<file path="src/rtl/periodic_timer_defs.vh">
`ifndef PERIODIC_TIMER_DEFS_VH
`define PERIODIC_TIMER_DEFS_VH

// Register byte offsets on the APB
`define TMR_CTRL0_OFS        12'h000
`define TMR_CTRL1_OFS        12'h004
`define TMR_CNT_LO_OFS       12'h008
`define TMR_CNT_HI_OFS       12'h00c
`define TMR_CMPA_LO_OFS      12'h010
`define TMR_CMPA_HI_OFS      12'h014
`define TMR_PER_LO_OFS       12'h018
`define TMR_PER_HI_OFS       12'h01c
`define TMR_FLAGS_OFS        12'h020

// Control 0 fields
`define CTRL0_PAUSE_BIT      7
`define CTRL0_CLKSEL_MSB     6
`define CTRL0_CLKSEL_LSB     4
`define CTRL0_ON_BIT         3

// Control 1 fields
`define CTRL1_MODE_MSB       7
`define CTRL1_MODE_LSB       6
`define CTRL1_PINF_MSB       5
`define CTRL1_PINF_LSB       4
`define CTRL1_OC_BIT         3
`define CTRL1_INV_BIT        2
`define CTRL1_CAPSRC_BIT     1
`define CTRL1_CLRSEL_BIT     0

// Flag register fields
`define FLAG_MATCH_A_BIT     0
`define FLAG_PERIOD_BIT      1

// Reset values
`define CTRL0_RST            8'h00
`define CTRL1_RST            8'h00
`define CMP_RST              10'h000

// Operating modes
`define MODE_COMPARE         2'b00
`define MODE_CAPTURE         2'b01
`define MODE_PWM             2'b10
`define MODE_TIMER           2'b11

// Pin functions
`define PINF_NONE            2'b00
`define PINF_LOW             2'b01
`define PINF_HIGH            2'b10
`define PINF_TOGGLE          2'b11

// Counter clock sources
`define CLK_SYS_DIV4         3'b000
`define CLK_SYS              3'b001
`define CLK_H_DIV16          3'b010
`define CLK_H_DIV64          3'b011
`define CLK_SUB_A            3'b100
`define CLK_SUB_B            3'b101
`define CLK_PIN_RISE         3'b110
`define CLK_PIN_FALL         3'b111

`endif

</file>
<file path="src/rtl/periodic_timer.v">
`timescale 1ns/1ps
`include "periodic_timer_defs.vh"

// Operation
// - Capture source bit picks capture or clock pin
// - Clear select: A match, else period/overflow
// - Overflow clear only when period value zero
// - Clear select ignored in PWM/capture modes
// - Counter readable as low byte, two high bits
// - Compare A held in two RW registers
// - Period value held in two RW registers
// - Mode 00 is compare match output mode
// - Clear select low raises both match flags
// - Clear select high raises only A flag
// - Compare A zero: no A flag; with A clear, wrap at 3FF
// - Compare pin changes only on A match flag or counter-on rise
// - Pin function: none, low, high, toggle
// - Counter-on rise loads initial pin level
// - Mode 11 is compare mode without pin
// - PWM: period clears, A sets duty, flags
// - PWM period from period value, zero means 1024
// - Duty at or above period gives 100 percent
// - PWM functions 00/01 force inactive/active level
// - Output control and invert set PWM polarity
// - Counter-on rise clears counter, fall holds
// - Pause freezes counter, release resumes
// - Clock source select picks counter clock
module periodic_timer #(
  parameter CNT_W = 10
) (
  input  wire        clk_i,
  input  wire        arst_n_i,
  input  wire        psel_i,
  input  wire        penable_i,
  input  wire        pwrite_i,
  input  wire [11:0] paddr_i,
  input  wire [31:0] pwdata_i,
  output reg  [31:0] prdata_o,
  output reg         pready_o,
  output reg         pslverr_o,
  input  wire        capture_input_pin_i,
  input  wire        ext_clock_pin_i,
  input  wire        sub_clk_i,
  output reg         capture_trigger_o,
  output reg         timer_pin_o,
  output reg         timer_pin_oe_o
);

  // Register file and state
  reg [7:0]       ctrl0_r;
  reg [7:0]       ctrl1_r;
  reg [CNT_W-1:0] cmpa_r;
  reg [CNT_W-1:0] per_r;
  reg [CNT_W-1:0] cnt_r;
  reg             flag_a_r;
  reg             flag_p_r;
  reg             out_state_r;
  reg             on_prev_r;
  reg [5:0]       presc_r;

  // Field views
  wire       pause     = ctrl0_r[`CTRL0_PAUSE_BIT];
  wire [2:0] clk_sel   = ctrl0_r[`CTRL0_CLKSEL_MSB:`CTRL0_CLKSEL_LSB];
  wire       cnt_on    = ctrl0_r[`CTRL0_ON_BIT];
  wire [1:0] mode      = ctrl1_r[`CTRL1_MODE_MSB:`CTRL1_MODE_LSB];
  wire [1:0] pin_fn    = ctrl1_r[`CTRL1_PINF_MSB:`CTRL1_PINF_LSB];
  wire       out_ctl   = ctrl1_r[`CTRL1_OC_BIT];
  wire       out_inv   = ctrl1_r[`CTRL1_INV_BIT];
  wire       cap_src   = ctrl1_r[`CTRL1_CAPSRC_BIT];
  wire       clr_sel   = ctrl1_r[`CTRL1_CLRSEL_BIT];

  // Bus phase decode
  wire acc_done  = psel_i & penable_i & pready_o;
  wire acc_first = psel_i & penable_i & ~pready_o;
  wire wr_en     = acc_done & pwrite_i;

  // Address decode, used for the error answer only
  function addr_hit;
    input [11:0] a;
    begin
      addr_hit = (a[1:0] == 2'b00) && (a <= `TMR_FLAGS_OFS);
    end
  endfunction

  // Write strobe for one register offset
  function wr_to;
    input        we;
    input [11:0] a;
    input [11:0] ofs;
    begin
      wr_to = we && (a == ofs);
    end
  endfunction

  // High register view of a 10-bit value: two bits, rest zero
  function [7:0] high_bits;
    input [CNT_W-1:0] v;
    begin
      high_bits = {6'h00, v[9:8]};
    end
  endfunction

  // Index of each pin-borne clock source in the edge history
  localparam SRC_PIN = 0;
  localparam SRC_SUB = 1;

  // Edge history for the pin clock and the sub clock
  wire [1:0] src_lvl = {sub_clk_i, ext_clock_pin_i};
  wire [1:0] src_rise;
  wire [1:0] src_fall;
  genvar     g;
  generate
    for (g = 0; g < 2; g = g + 1) begin : g_src_edge
      reg prev_r;
      always @(posedge clk_i or negedge arst_n_i) begin
        if (!arst_n_i) begin
          prev_r <= 1'b0;
        end else begin
          prev_r <= src_lvl[g];
        end
      end
      assign src_rise[g] = src_lvl[g] & ~prev_r;
      assign src_fall[g] = ~src_lvl[g] & prev_r;
    end
  endgenerate

  // Counter clock tick from the selected source
  reg tick;
  always @* begin
    case (clk_sel)
      `CLK_SYS_DIV4: tick = (presc_r[1:0] == 2'h3);
      `CLK_SYS:      tick = 1'b1;
      `CLK_H_DIV16:  tick = (presc_r[3:0] == 4'hf);
      `CLK_H_DIV64:  tick = (presc_r == 6'h3f);
      `CLK_SUB_A,
      `CLK_SUB_B:    tick = src_rise[SRC_SUB];
      `CLK_PIN_RISE: tick = src_rise[SRC_PIN];
      `CLK_PIN_FALL: tick = src_fall[SRC_PIN];
      default:       tick = 1'b0;
    endcase
  end

  // Count step: counter runs when on, not paused, on a tick
  wire on_rise = cnt_on & ~on_prev_r;
  wire step    = cnt_on & ~pause & tick & ~on_rise;
  wire [CNT_W:0] inc     = {1'b0, cnt_r} + {{CNT_W{1'b0}}, 1'b1};
  // A zero period compares against 1024, i.e. the overflow
  wire [CNT_W:0] per_eff = {~|per_r, per_r};
  wire per_hit = step && (inc == per_eff);
  wire a_hit   = step && (|cmpa_r) && !inc[CNT_W] &&
                 (inc[CNT_W-1:0] == cmpa_r);

  // Mode dependent clear and flag decisions
  wire cmp_mode = (mode == `MODE_COMPARE) || (mode == `MODE_TIMER);
  wire use_a    = cmp_mode & clr_sel;
  reg  clr_cnt;
  reg  set_a;
  reg  set_p;
  always @* begin
    if (use_a) begin
      clr_cnt = a_hit;
      set_a   = a_hit;
      set_p   = 1'b0;
    end else begin
      clr_cnt = per_hit;
      set_a   = a_hit;
      set_p   = per_hit;
    end
  end

  // Read data mux
  reg [7:0] rd_byte;
  always @* begin
    case (paddr_i)
      `TMR_CTRL0_OFS:   rd_byte = {ctrl0_r[7:3], 3'h0};
      `TMR_CTRL1_OFS:   rd_byte = ctrl1_r;
      `TMR_CNT_LO_OFS:  rd_byte = cnt_r[7:0];
      `TMR_CNT_HI_OFS:  rd_byte = high_bits(cnt_r);
      `TMR_CMPA_LO_OFS: rd_byte = cmpa_r[7:0];
      `TMR_CMPA_HI_OFS: rd_byte = high_bits(cmpa_r);
      `TMR_PER_LO_OFS:  rd_byte = per_r[7:0];
      `TMR_PER_HI_OFS:  rd_byte = high_bits(per_r);
      `TMR_FLAGS_OFS:   rd_byte = {6'h00, flag_p_r, flag_a_r};
      default:          rd_byte = 8'h00;
    endcase
  end

  // Answer data: the read byte, zero for writes
  wire [31:0] prdata_nxt = pwrite_i ? 32'h0000_0000
                                    : {24'h00_0000, rd_byte};

  // APB slave: one wait state, then pready for one cycle
  always @(posedge clk_i or negedge arst_n_i) begin
    if (!arst_n_i) begin
      pready_o  <= 1'b0;
      prdata_o  <= 32'h0000_0000;
      pslverr_o <= 1'b0;
    end else if (acc_first) begin
      pready_o  <= 1'b1;
      prdata_o  <= prdata_nxt;
      pslverr_o <= ~addr_hit(paddr_i);
    end else begin
      pready_o  <= 1'b0;
      prdata_o  <= 32'h0000_0000;
      pslverr_o <= 1'b0;
    end
  end

  // Control and compare registers
  always @(posedge clk_i or negedge arst_n_i) begin
    if (!arst_n_i) begin
      ctrl0_r <= `CTRL0_RST;
      ctrl1_r <= `CTRL1_RST;
      cmpa_r  <= `CMP_RST;
      per_r   <= `CMP_RST;
    end else begin
      if (wr_to(wr_en, paddr_i, `TMR_CTRL0_OFS))
        ctrl0_r <= {pwdata_i[7:3], 3'h0};
      if (wr_to(wr_en, paddr_i, `TMR_CTRL1_OFS))
        ctrl1_r <= pwdata_i[7:0];
      if (wr_to(wr_en, paddr_i, `TMR_CMPA_LO_OFS))
        cmpa_r[7:0] <= pwdata_i[7:0];
      if (wr_to(wr_en, paddr_i, `TMR_CMPA_HI_OFS))
        cmpa_r[9:8] <= pwdata_i[1:0];
      if (wr_to(wr_en, paddr_i, `TMR_PER_LO_OFS))
        per_r[7:0] <= pwdata_i[7:0];
      if (wr_to(wr_en, paddr_i, `TMR_PER_HI_OFS))
        per_r[9:8] <= pwdata_i[1:0];
    end
  end

  // Free-running prescaler and counter-on history
  always @(posedge clk_i or negedge arst_n_i) begin
    if (!arst_n_i) begin
      presc_r    <= 6'h00;
      on_prev_r  <= 1'b0;
    end else begin
      presc_r    <= presc_r + 6'h01;
      on_prev_r  <= cnt_on;
    end
  end

  // Counter next value: cleared on enable rise, holds when idle
  reg [CNT_W-1:0] cnt_nxt;
  always @* begin
    cnt_nxt = cnt_r;
    if (on_rise) begin
      cnt_nxt = {CNT_W{1'b0}};
    end else if (step) begin
      if (clr_cnt) begin
        cnt_nxt = {CNT_W{1'b0}};
      end else begin
        cnt_nxt = inc[CNT_W-1:0];
      end
    end
  end

  // Counter register
  always @(posedge clk_i or negedge arst_n_i) begin
    if (!arst_n_i) begin
      cnt_r <= {CNT_W{1'b0}};
    end else begin
      cnt_r <= cnt_nxt;
    end
  end

  // Sticky match flags, write one to clear, set wins
  wire clr_flags = wr_to(wr_en, paddr_i, `TMR_FLAGS_OFS);
  reg  flag_a_nxt;
  reg  flag_p_nxt;
  always @* begin
    flag_a_nxt = flag_a_r;
    flag_p_nxt = flag_p_r;
    if (clr_flags && pwdata_i[`FLAG_MATCH_A_BIT])
      flag_a_nxt = 1'b0;
    if (clr_flags && pwdata_i[`FLAG_PERIOD_BIT])
      flag_p_nxt = 1'b0;
    if (set_a)
      flag_a_nxt = 1'b1;
    if (set_p)
      flag_p_nxt = 1'b1;
  end

  // Flag registers
  always @(posedge clk_i or negedge arst_n_i) begin
    if (!arst_n_i) begin
      flag_a_r <= 1'b0;
      flag_p_r <= 1'b0;
    end else begin
      flag_a_r <= flag_a_nxt;
      flag_p_r <= flag_p_nxt;
    end
  end

  // Compare mode pin state: initial level, then A match action
  reg out_state_nxt;
  always @* begin
    out_state_nxt = out_state_r;
    if (on_rise) begin
      out_state_nxt = out_ctl;
    end else if (set_a) begin
      case (pin_fn)
        `PINF_LOW:    out_state_nxt = 1'b0;
        `PINF_HIGH:   out_state_nxt = 1'b1;
        `PINF_TOGGLE: out_state_nxt = ~out_state_r;
        default:      out_state_nxt = out_state_r;
      endcase
    end
  end

  // Compare mode pin state register
  always @(posedge clk_i or negedge arst_n_i) begin
    if (!arst_n_i) begin
      out_state_r <= 1'b0;
    end else begin
      out_state_r <= out_state_nxt;
    end
  end

  // PWM level: active while count below duty, or always
  wire duty_full  = ({1'b0, cmpa_r} >= per_eff);
  wire pwm_active = duty_full || (cnt_r < cmpa_r);
  reg  pwm_level;
  always @* begin
    case (pin_fn)
      `PINF_NONE: pwm_level = ~out_ctl;
      `PINF_LOW:  pwm_level = out_ctl;
      `PINF_HIGH: pwm_level = pwm_active ? out_ctl : ~out_ctl;
      default:    pwm_level = ~out_ctl;
    endcase
  end

  // Pin level and enable per mode; timer and capture release it
  reg timer_pin_nxt;
  reg timer_pin_oe_nxt;
  always @* begin
    case (mode)
      `MODE_COMPARE: begin
        timer_pin_nxt    = out_state_r ^ out_inv;
        timer_pin_oe_nxt = 1'b1;
      end
      `MODE_PWM: begin
        timer_pin_nxt    = pwm_level ^ out_inv;
        timer_pin_oe_nxt = 1'b1;
      end
      `MODE_TIMER: begin
        timer_pin_nxt    = 1'b0;
        timer_pin_oe_nxt = 1'b0;
      end
      default: begin
        timer_pin_nxt    = 1'b0;
        timer_pin_oe_nxt = 1'b0;
      end
    endcase
  end

  // Output registers: pin, enable and capture trigger
  always @(posedge clk_i or negedge arst_n_i) begin
    if (!arst_n_i) begin
      timer_pin_o       <= 1'b0;
      timer_pin_oe_o    <= 1'b0;
      capture_trigger_o <= 1'b0;
    end else begin
      timer_pin_o       <= timer_pin_nxt;
      timer_pin_oe_o    <= timer_pin_oe_nxt;
      capture_trigger_o <= cap_src ? ext_clock_pin_i
                                   : capture_input_pin_i;
    end
  end

endmodule

</file>
<file path="config.mk">
export PLATFORM = sky130hd
export DESIGN_NAME = periodic_timer
export DESIGN_NICKNAME = d
export VERILOG_FILES = /design/src/rtl/periodic_timer.v
export VERILOG_INCLUDE_DIRS = /design/src /design/src/rtl
export SDC_FILE = /design/constraint.sdc
export NUM_CORES = 1
export LEC_CHECK = 0
export ABC_CLOCK_PERIOD_IN_PS = 3030
export BUFFER_PORTS_ARGS = -buffer_cell sky130_fd_sc_hd__buf_2
export CAP_MARGIN = 10
export CORE_MARGIN = 1
export CORE_UTILIZATION = 40
export CTS_BUF_LIST = sky130_fd_sc_hd__clkbuf_4 sky130_fd_sc_hd__clkbuf_8
export DETAILED_ROUTE_END_ITERATION = 8
export HOLD_SLACK_MARGIN = 0.06
export RECOVER_POWER = 100
export SYNTH_ARGS = -nofsm -noshare
export SYNTH_HDL_FRONTEND = slang
export SYNTH_SLANG_ARGS = --single-unit
</file>
<file path="constraint.sdc">
create_clock -name clk_i -period 3.03 [get_ports clk_i]
set_input_delay 0 -clock clk_i [delete_from_list [all_inputs] [get_ports clk_i]]
set_output_delay 0 -clock clk_i [all_outputs]
set_load 0.03 [all_outputs]
</file>
---- Word-level counts from Yosys, hierarchy flattened ----
Cells that the tools add are included.
cells by class
  add/sub/neg operators ................... 2
  $lt $le $gt $ge ......................... 3
  equality and inequality tests ........... 25
  mux-type cells .......................... 23
  bitwise gates (word level) .............. 24
  reduce and logical (&&, ||, !) cells .... 32
operators with widths
  kind                                                                     count
  8-bit case mux with 9 select lines                                       1
  12-bit by 5-bit == test with 1-bit output (second input constant)        4
  10-bit two-way mux                                                       3
  12-bit by 4-bit == test with 1-bit output (second input constant)        2
  10-bit OR reduction                                                      2
  8-bit two-way mux                                                        2
  1-bit logical AND                                                        14
  1-bit two-way mux                                                        13
  1-bit bitwise AND                                                        12
  12-bit by 3-bit == test with 1-bit output (second input constant)        1
  12-bit by 6-bit == test with 1-bit output (second input constant)        1
  3-bit == test (second input constant)                                    4
  12-bit by 6-bit <= comparator with 1-bit output (second input constant)  1
  12-bit logical NOT                                                       1
  10-bit by 1-bit adder with 11-bit output (second input constant)         1
  11-bit == test                                                           1
  10-bit by 11-bit greater-or-equal comparator with 1-bit output           1
  10-bit == test                                                           1
  2-bit == test (second input constant)                                    5
  10-bit less-than comparator                                              1
  1-bit inverter                                                           10
  2-bit nonzero test                                                       4
  1-bit case mux with 7 select lines                                       1
  6-bit by 1-bit adder with 6-bit output (second input constant)           1
  15 further kinds                                                         22
word-level totals
  register bits ........................... 92
  input port bits ......................... 52
  output and inout bits ................... 37

---- Depth between registers and ports, before layout ----
  depth after elaboration ................. 12
  depth in mapped cells ................... 10
  mapped depth without buffers ............ 9

---- Worst setup path after synthesis ----
No wires, ideal clock.
  path kind ............................... register to register
  start point ............................. register cnt_r[0]
  end point ............................... register cnt_r[6]
  data arrival time ....................... 2.515 ns
  required time ........................... 2.904 ns
  setup slack ............................. 0.389 ns
  cell stages (with the launch flop) ...... 10
  buffers on the path ..................... 1
  clock period less this slack ............ 2.641 ns
  cell sequence ........................... dfrtp_1 -> ha_1 -> nand2_1 -> nor3_4 -> xnor2_1 -> or4_1 -> or4_4 -> buf_6 -> a41oi_2 -> mux2i_1
between the ends
  longest elaborated chain between the ends .. 8
RTL lines
  what                                                                    RTL line              RTL
  start, declared                                                         periodic_timer.v:54   reg [CNT_W-1:0] cnt_r;
  start signal, assigned                                                  periodic_timer.v:261  cnt_r <= {CNT_W{1'b0}};
  start signal, assigned                                                  periodic_timer.v:263  cnt_r <= cnt_nxt;
  10-bit by 1-bit adder with 11-bit output (*)                            periodic_timer.v:146  wire [CNT_W:0] inc = {1'b0, cnt_r} + {{CNT_W{1'b0}}, 1'b1};
  parallel branches: the longest is 4 deep, another holds 11-bit == test  n/a
  10-bit two-way mux (*)                                                  periodic_timer.v:250  if (clr_cnt) begin
  10-bit two-way mux (*)                                                  periodic_timer.v:249  end else if (step) begin
  10-bit two-way mux (*)                                                  periodic_timer.v:247  if (on_rise) begin
Every way passes the cells marked *. The select of a mux whose other input is x is not followed.
A chain may end at the register's enable or synchronous reset.

---- Worst setup path after layout ----
Same ends and word-level chain as after synthesis.

==> results.md <==
- Vias in the first global route: 3501
- Die span in y: 108 um
- P&R area growth vs syn: 15.7%
- Clock sinks: 68
- Chip Width: 108 um
- Final wirelength: 11100 um
- Largest net degree at the start of global routing: 69
- Effective utilization at floorplan: 41.2%
- Gate Count Post-Synth: 445
- Drt pass-1 iters: 7
- Placed cell area: 4820 sq um
- XOR/XNOR Fraction of Synth Area: 6.72%
- Mux cell area share after synthesis: 10.2%
- Clk buf depth: 2
- IO Port Bufs: 40
- Layout Utilization: 47.7%
- Final setup violation count: 0
- Antenna Nets Post-Route: 0
- Root Driver: clkbuf_8
- First-pass GRT wire length: 17900 um
- Fin area: 5170 sq um
- Minimum clock period: 2.80 ns
- Via/cell ratio: 5.50
- Max transition margin: -14.7%
- Compound-gate portion of the synthesized area: 13.2%
- Worst path max stage delay: 0.40 ns
- Io pins: 89
- Fin nets: 593
- Initial DRC Count: 182
- Max stage delay cell, worst path: nor4b_1
- WL/cell: 16.9 um
- Final Wtd Congestion: 0.928
- Final number of max-transition violations: 69
- CP Buf/Inv Count: 1
- Final TNS setup: 0 ns
- MaxCap Viol Count: 1
- Adder-Cell Fraction of Synth Area: 7.56%
- Cell Area, Synth: 4470 sq um
- CTS H-tree lvls: 3
- Worst clock skew: 0.00792 ns
- Worst Path Arrival: 3.05 ns
- Post-synth EDFFs: 0
- Main synth FF type: dfrtp_1
- CP required: 3.28 ns
- Core Rows: 38
- Total gr overflow: 0
- CP Launch Type: flip-flop
- Fmax: 0.357 GHz
- Failing checks: capacitance limit, slew limit
- Avg Cell Area, Syn: 10.0 sq um
- Core box area: 10800 sq um
- Worst Path Max Fanout: 6
- Number of synthesized register bits: 68
- Synth Warn #: 0
- CP Class: reg2reg
- Unrepaired setup endpoints after global routing: false
- Leading cell type in the layout, fill and taps excluded: dfrtp_1
- Layout cells sized above 1: 19.8%
- Worst-Margin Slew: 1.72 ns
- Netlist cell types: 66
- Gr usage total: 20.4%
- Vias post-DR: 3624
- Cts bufs inserted: 9
- Hold Path Class: in2reg
- Initial antenna violation count: 0
- Most frequent cells in the layout: dfrtp_1, inv_1, mux2_2
- Crit path max-delay family: simple AND/OR/NAND/NOR gates
- Critical Path, Cell by Cell: ha_1, nand2_1, or2_2, a211o_1, nor4b_1, nand4_1, clkbuf_2, nand4_1, mux2i_1
- Peak VDD IR: 0.267 mV
- Post-synthesis sequential area ratio: 38.1%
- PD cells: 379 nW/um^2
- CTS clk-pin slew, worst paths: 0.08 ns
- Simple logic cell fraction of the synthesized area: 15.3%
- Largest family of logic cells by synthesized area: simple AND/OR/NAND/NOR gates
- TritonCTS clock tree: done
- Status: complete, but fails checks
- P_leak: 2.35 nW
- Clock latency on the worst-skew pair: 0.36 ns
- Hold Vio Cnt, Final: 0
- Final period utilization: 92.5%
- CP dominant cell by count: nand4_1
- Antenna diode count: 0
- Filler cells: 1050
- Residual DRC: 0
- Die ar.: 11600 sq um
- Hpwl dp: 8290 um
- Crit. End Element: flip-flop
- Async SR Flop Fraction: 100%
synth_stat cells (3+ instances only):
master	count	area (sq um)
a222oi_1	5	50.1
o21ai_0	11	55.1
nor3_1	9	45.0
and3_1	6	37.5
nand4_1	7	43.8
mux2i_1	5	50.1
nand3_1	15	75.1
nor2_1	11	41.3
dfrtp_1	68	1700
and3b_1	3	26.3
xnor3_1	4	90.1
buf_4	25	188
o31ai_1	3	22.5
a21o_1	6	45.0
and2_1	5	31.3
or2_2	3	18.8
a22oi_1	9	67.6
inv_1	39	146
nor4_1	8	50.1
o2111ai_1	5	43.8
a21oi_1	11	55.1
xor2_1	9	78.8
buf_2	4	20.0
o21a_1	3	22.5
ha_1	27	338
xnor2_1	15	131
clkbuf_1	6	22.5
a31oi_1	3	18.8
nand2_1	34	128
mux2_2	36	405
nor2b_1	8	50.1
what timing repair did:
action | in CTS | in global routing
buffers inserted | 0 | 0
hold endpoints to repair | 108 | 0
resized for setup | 0 | 0
hold buffers | 15 | 0
metrics by stage:
| step | worst slack [ns] | instances | hold WS [ns] | total power, W |
|---|---|---|---|---|
| 2_1_floorplan | 0.389 | 468 | -0.296 | 0.00101 |
| 3_3_place_gp | 0.279 | 628 | 0.125 | 0.00103 |
| 3_5_place_dp | 0.228 | 628 | 0.128 | 0.00103 |
| 4_1_cts | 0.224 | 659 | 0.113 | 0.00198 |
| 5_1_grt | 0.0496 | 659 | 0.134 | 0.00203 |
| 6_report | 0.228 | 659 | 0.138 | 0.00196 |
routing by layer:
layer | global-route usage (%) | vias to the layer above | part of all wire [%]
li1 | - | 1695 | -
met1 | 26.4 | 1790 | 45
met2 | 33.3 | 119 | 48
met3 | 4.30 | 20 | 4.4
met4 | 7.44 | 0 | 2.3
met5 | 0 | - | 0
worst paths after layout:
path | start | end | slack, ns | cells past startpoint
worst max register to register | cnt_r[0] | cnt_r[6] | 0.23 | 9
worst min register to register | presc_r[0] | presc_r[0] | 0.45 | 1
max in group asynchronous | arst_n_i | prdata_o[2] | 1.28 | 3
worst max-delay path | cnt_r[0] | cnt_r[6] | 0.23 | 9
worst min-delay path | paddr_i[4] | per_r[9] | 0.14 | 3
min in group asynchronous | arst_n_i | cnt_r[2] | 0.68 | 3
state kept, by name, summed over array words and instances, names as in the netlist, 2 cells and up:
name               flops
cmpa_r                10
cnt_r                 10
ctrl0_r                5
ctrl1_r                8
g_src_edge.prev_r      2
per_r                 10
prdata_o               8
presc_r                6
cells by family after synthesis:
logic type | after synthesis
buf+inv | 77
compound gates | 80
xor+xnor | 28
simple gates | 123
mux | 41
flops | 68
other cells | 1
fa+ha+maj | 27
cell type report:
type                    count  area, sq um  area share, %
clock buffers               9          124           2.40
flip-flops and latches     68         1700           32.9
multi-input cells         323         2450           47.4
repair buffers             73          449           8.69
well taps                 140          175           3.39
inverters                  39          146           2.83
clock inverters             7          123           2.37
worst min-delay path, cell delays in order:
cell	delay (ns)
buf_2	0.18
nand3_1	0.13
mux2_2	0.15
power by group:
group / internal [W] / switching, W / total [W]
clock network: 0.000552 / 0.000381 / 0.000933
logic: 0.0000315 / 0.0000833 / 0.000115
registers: 0.000910 / 0.00000200 / 0.000912
Note: power is estimated with default switching activity, not from simulation.
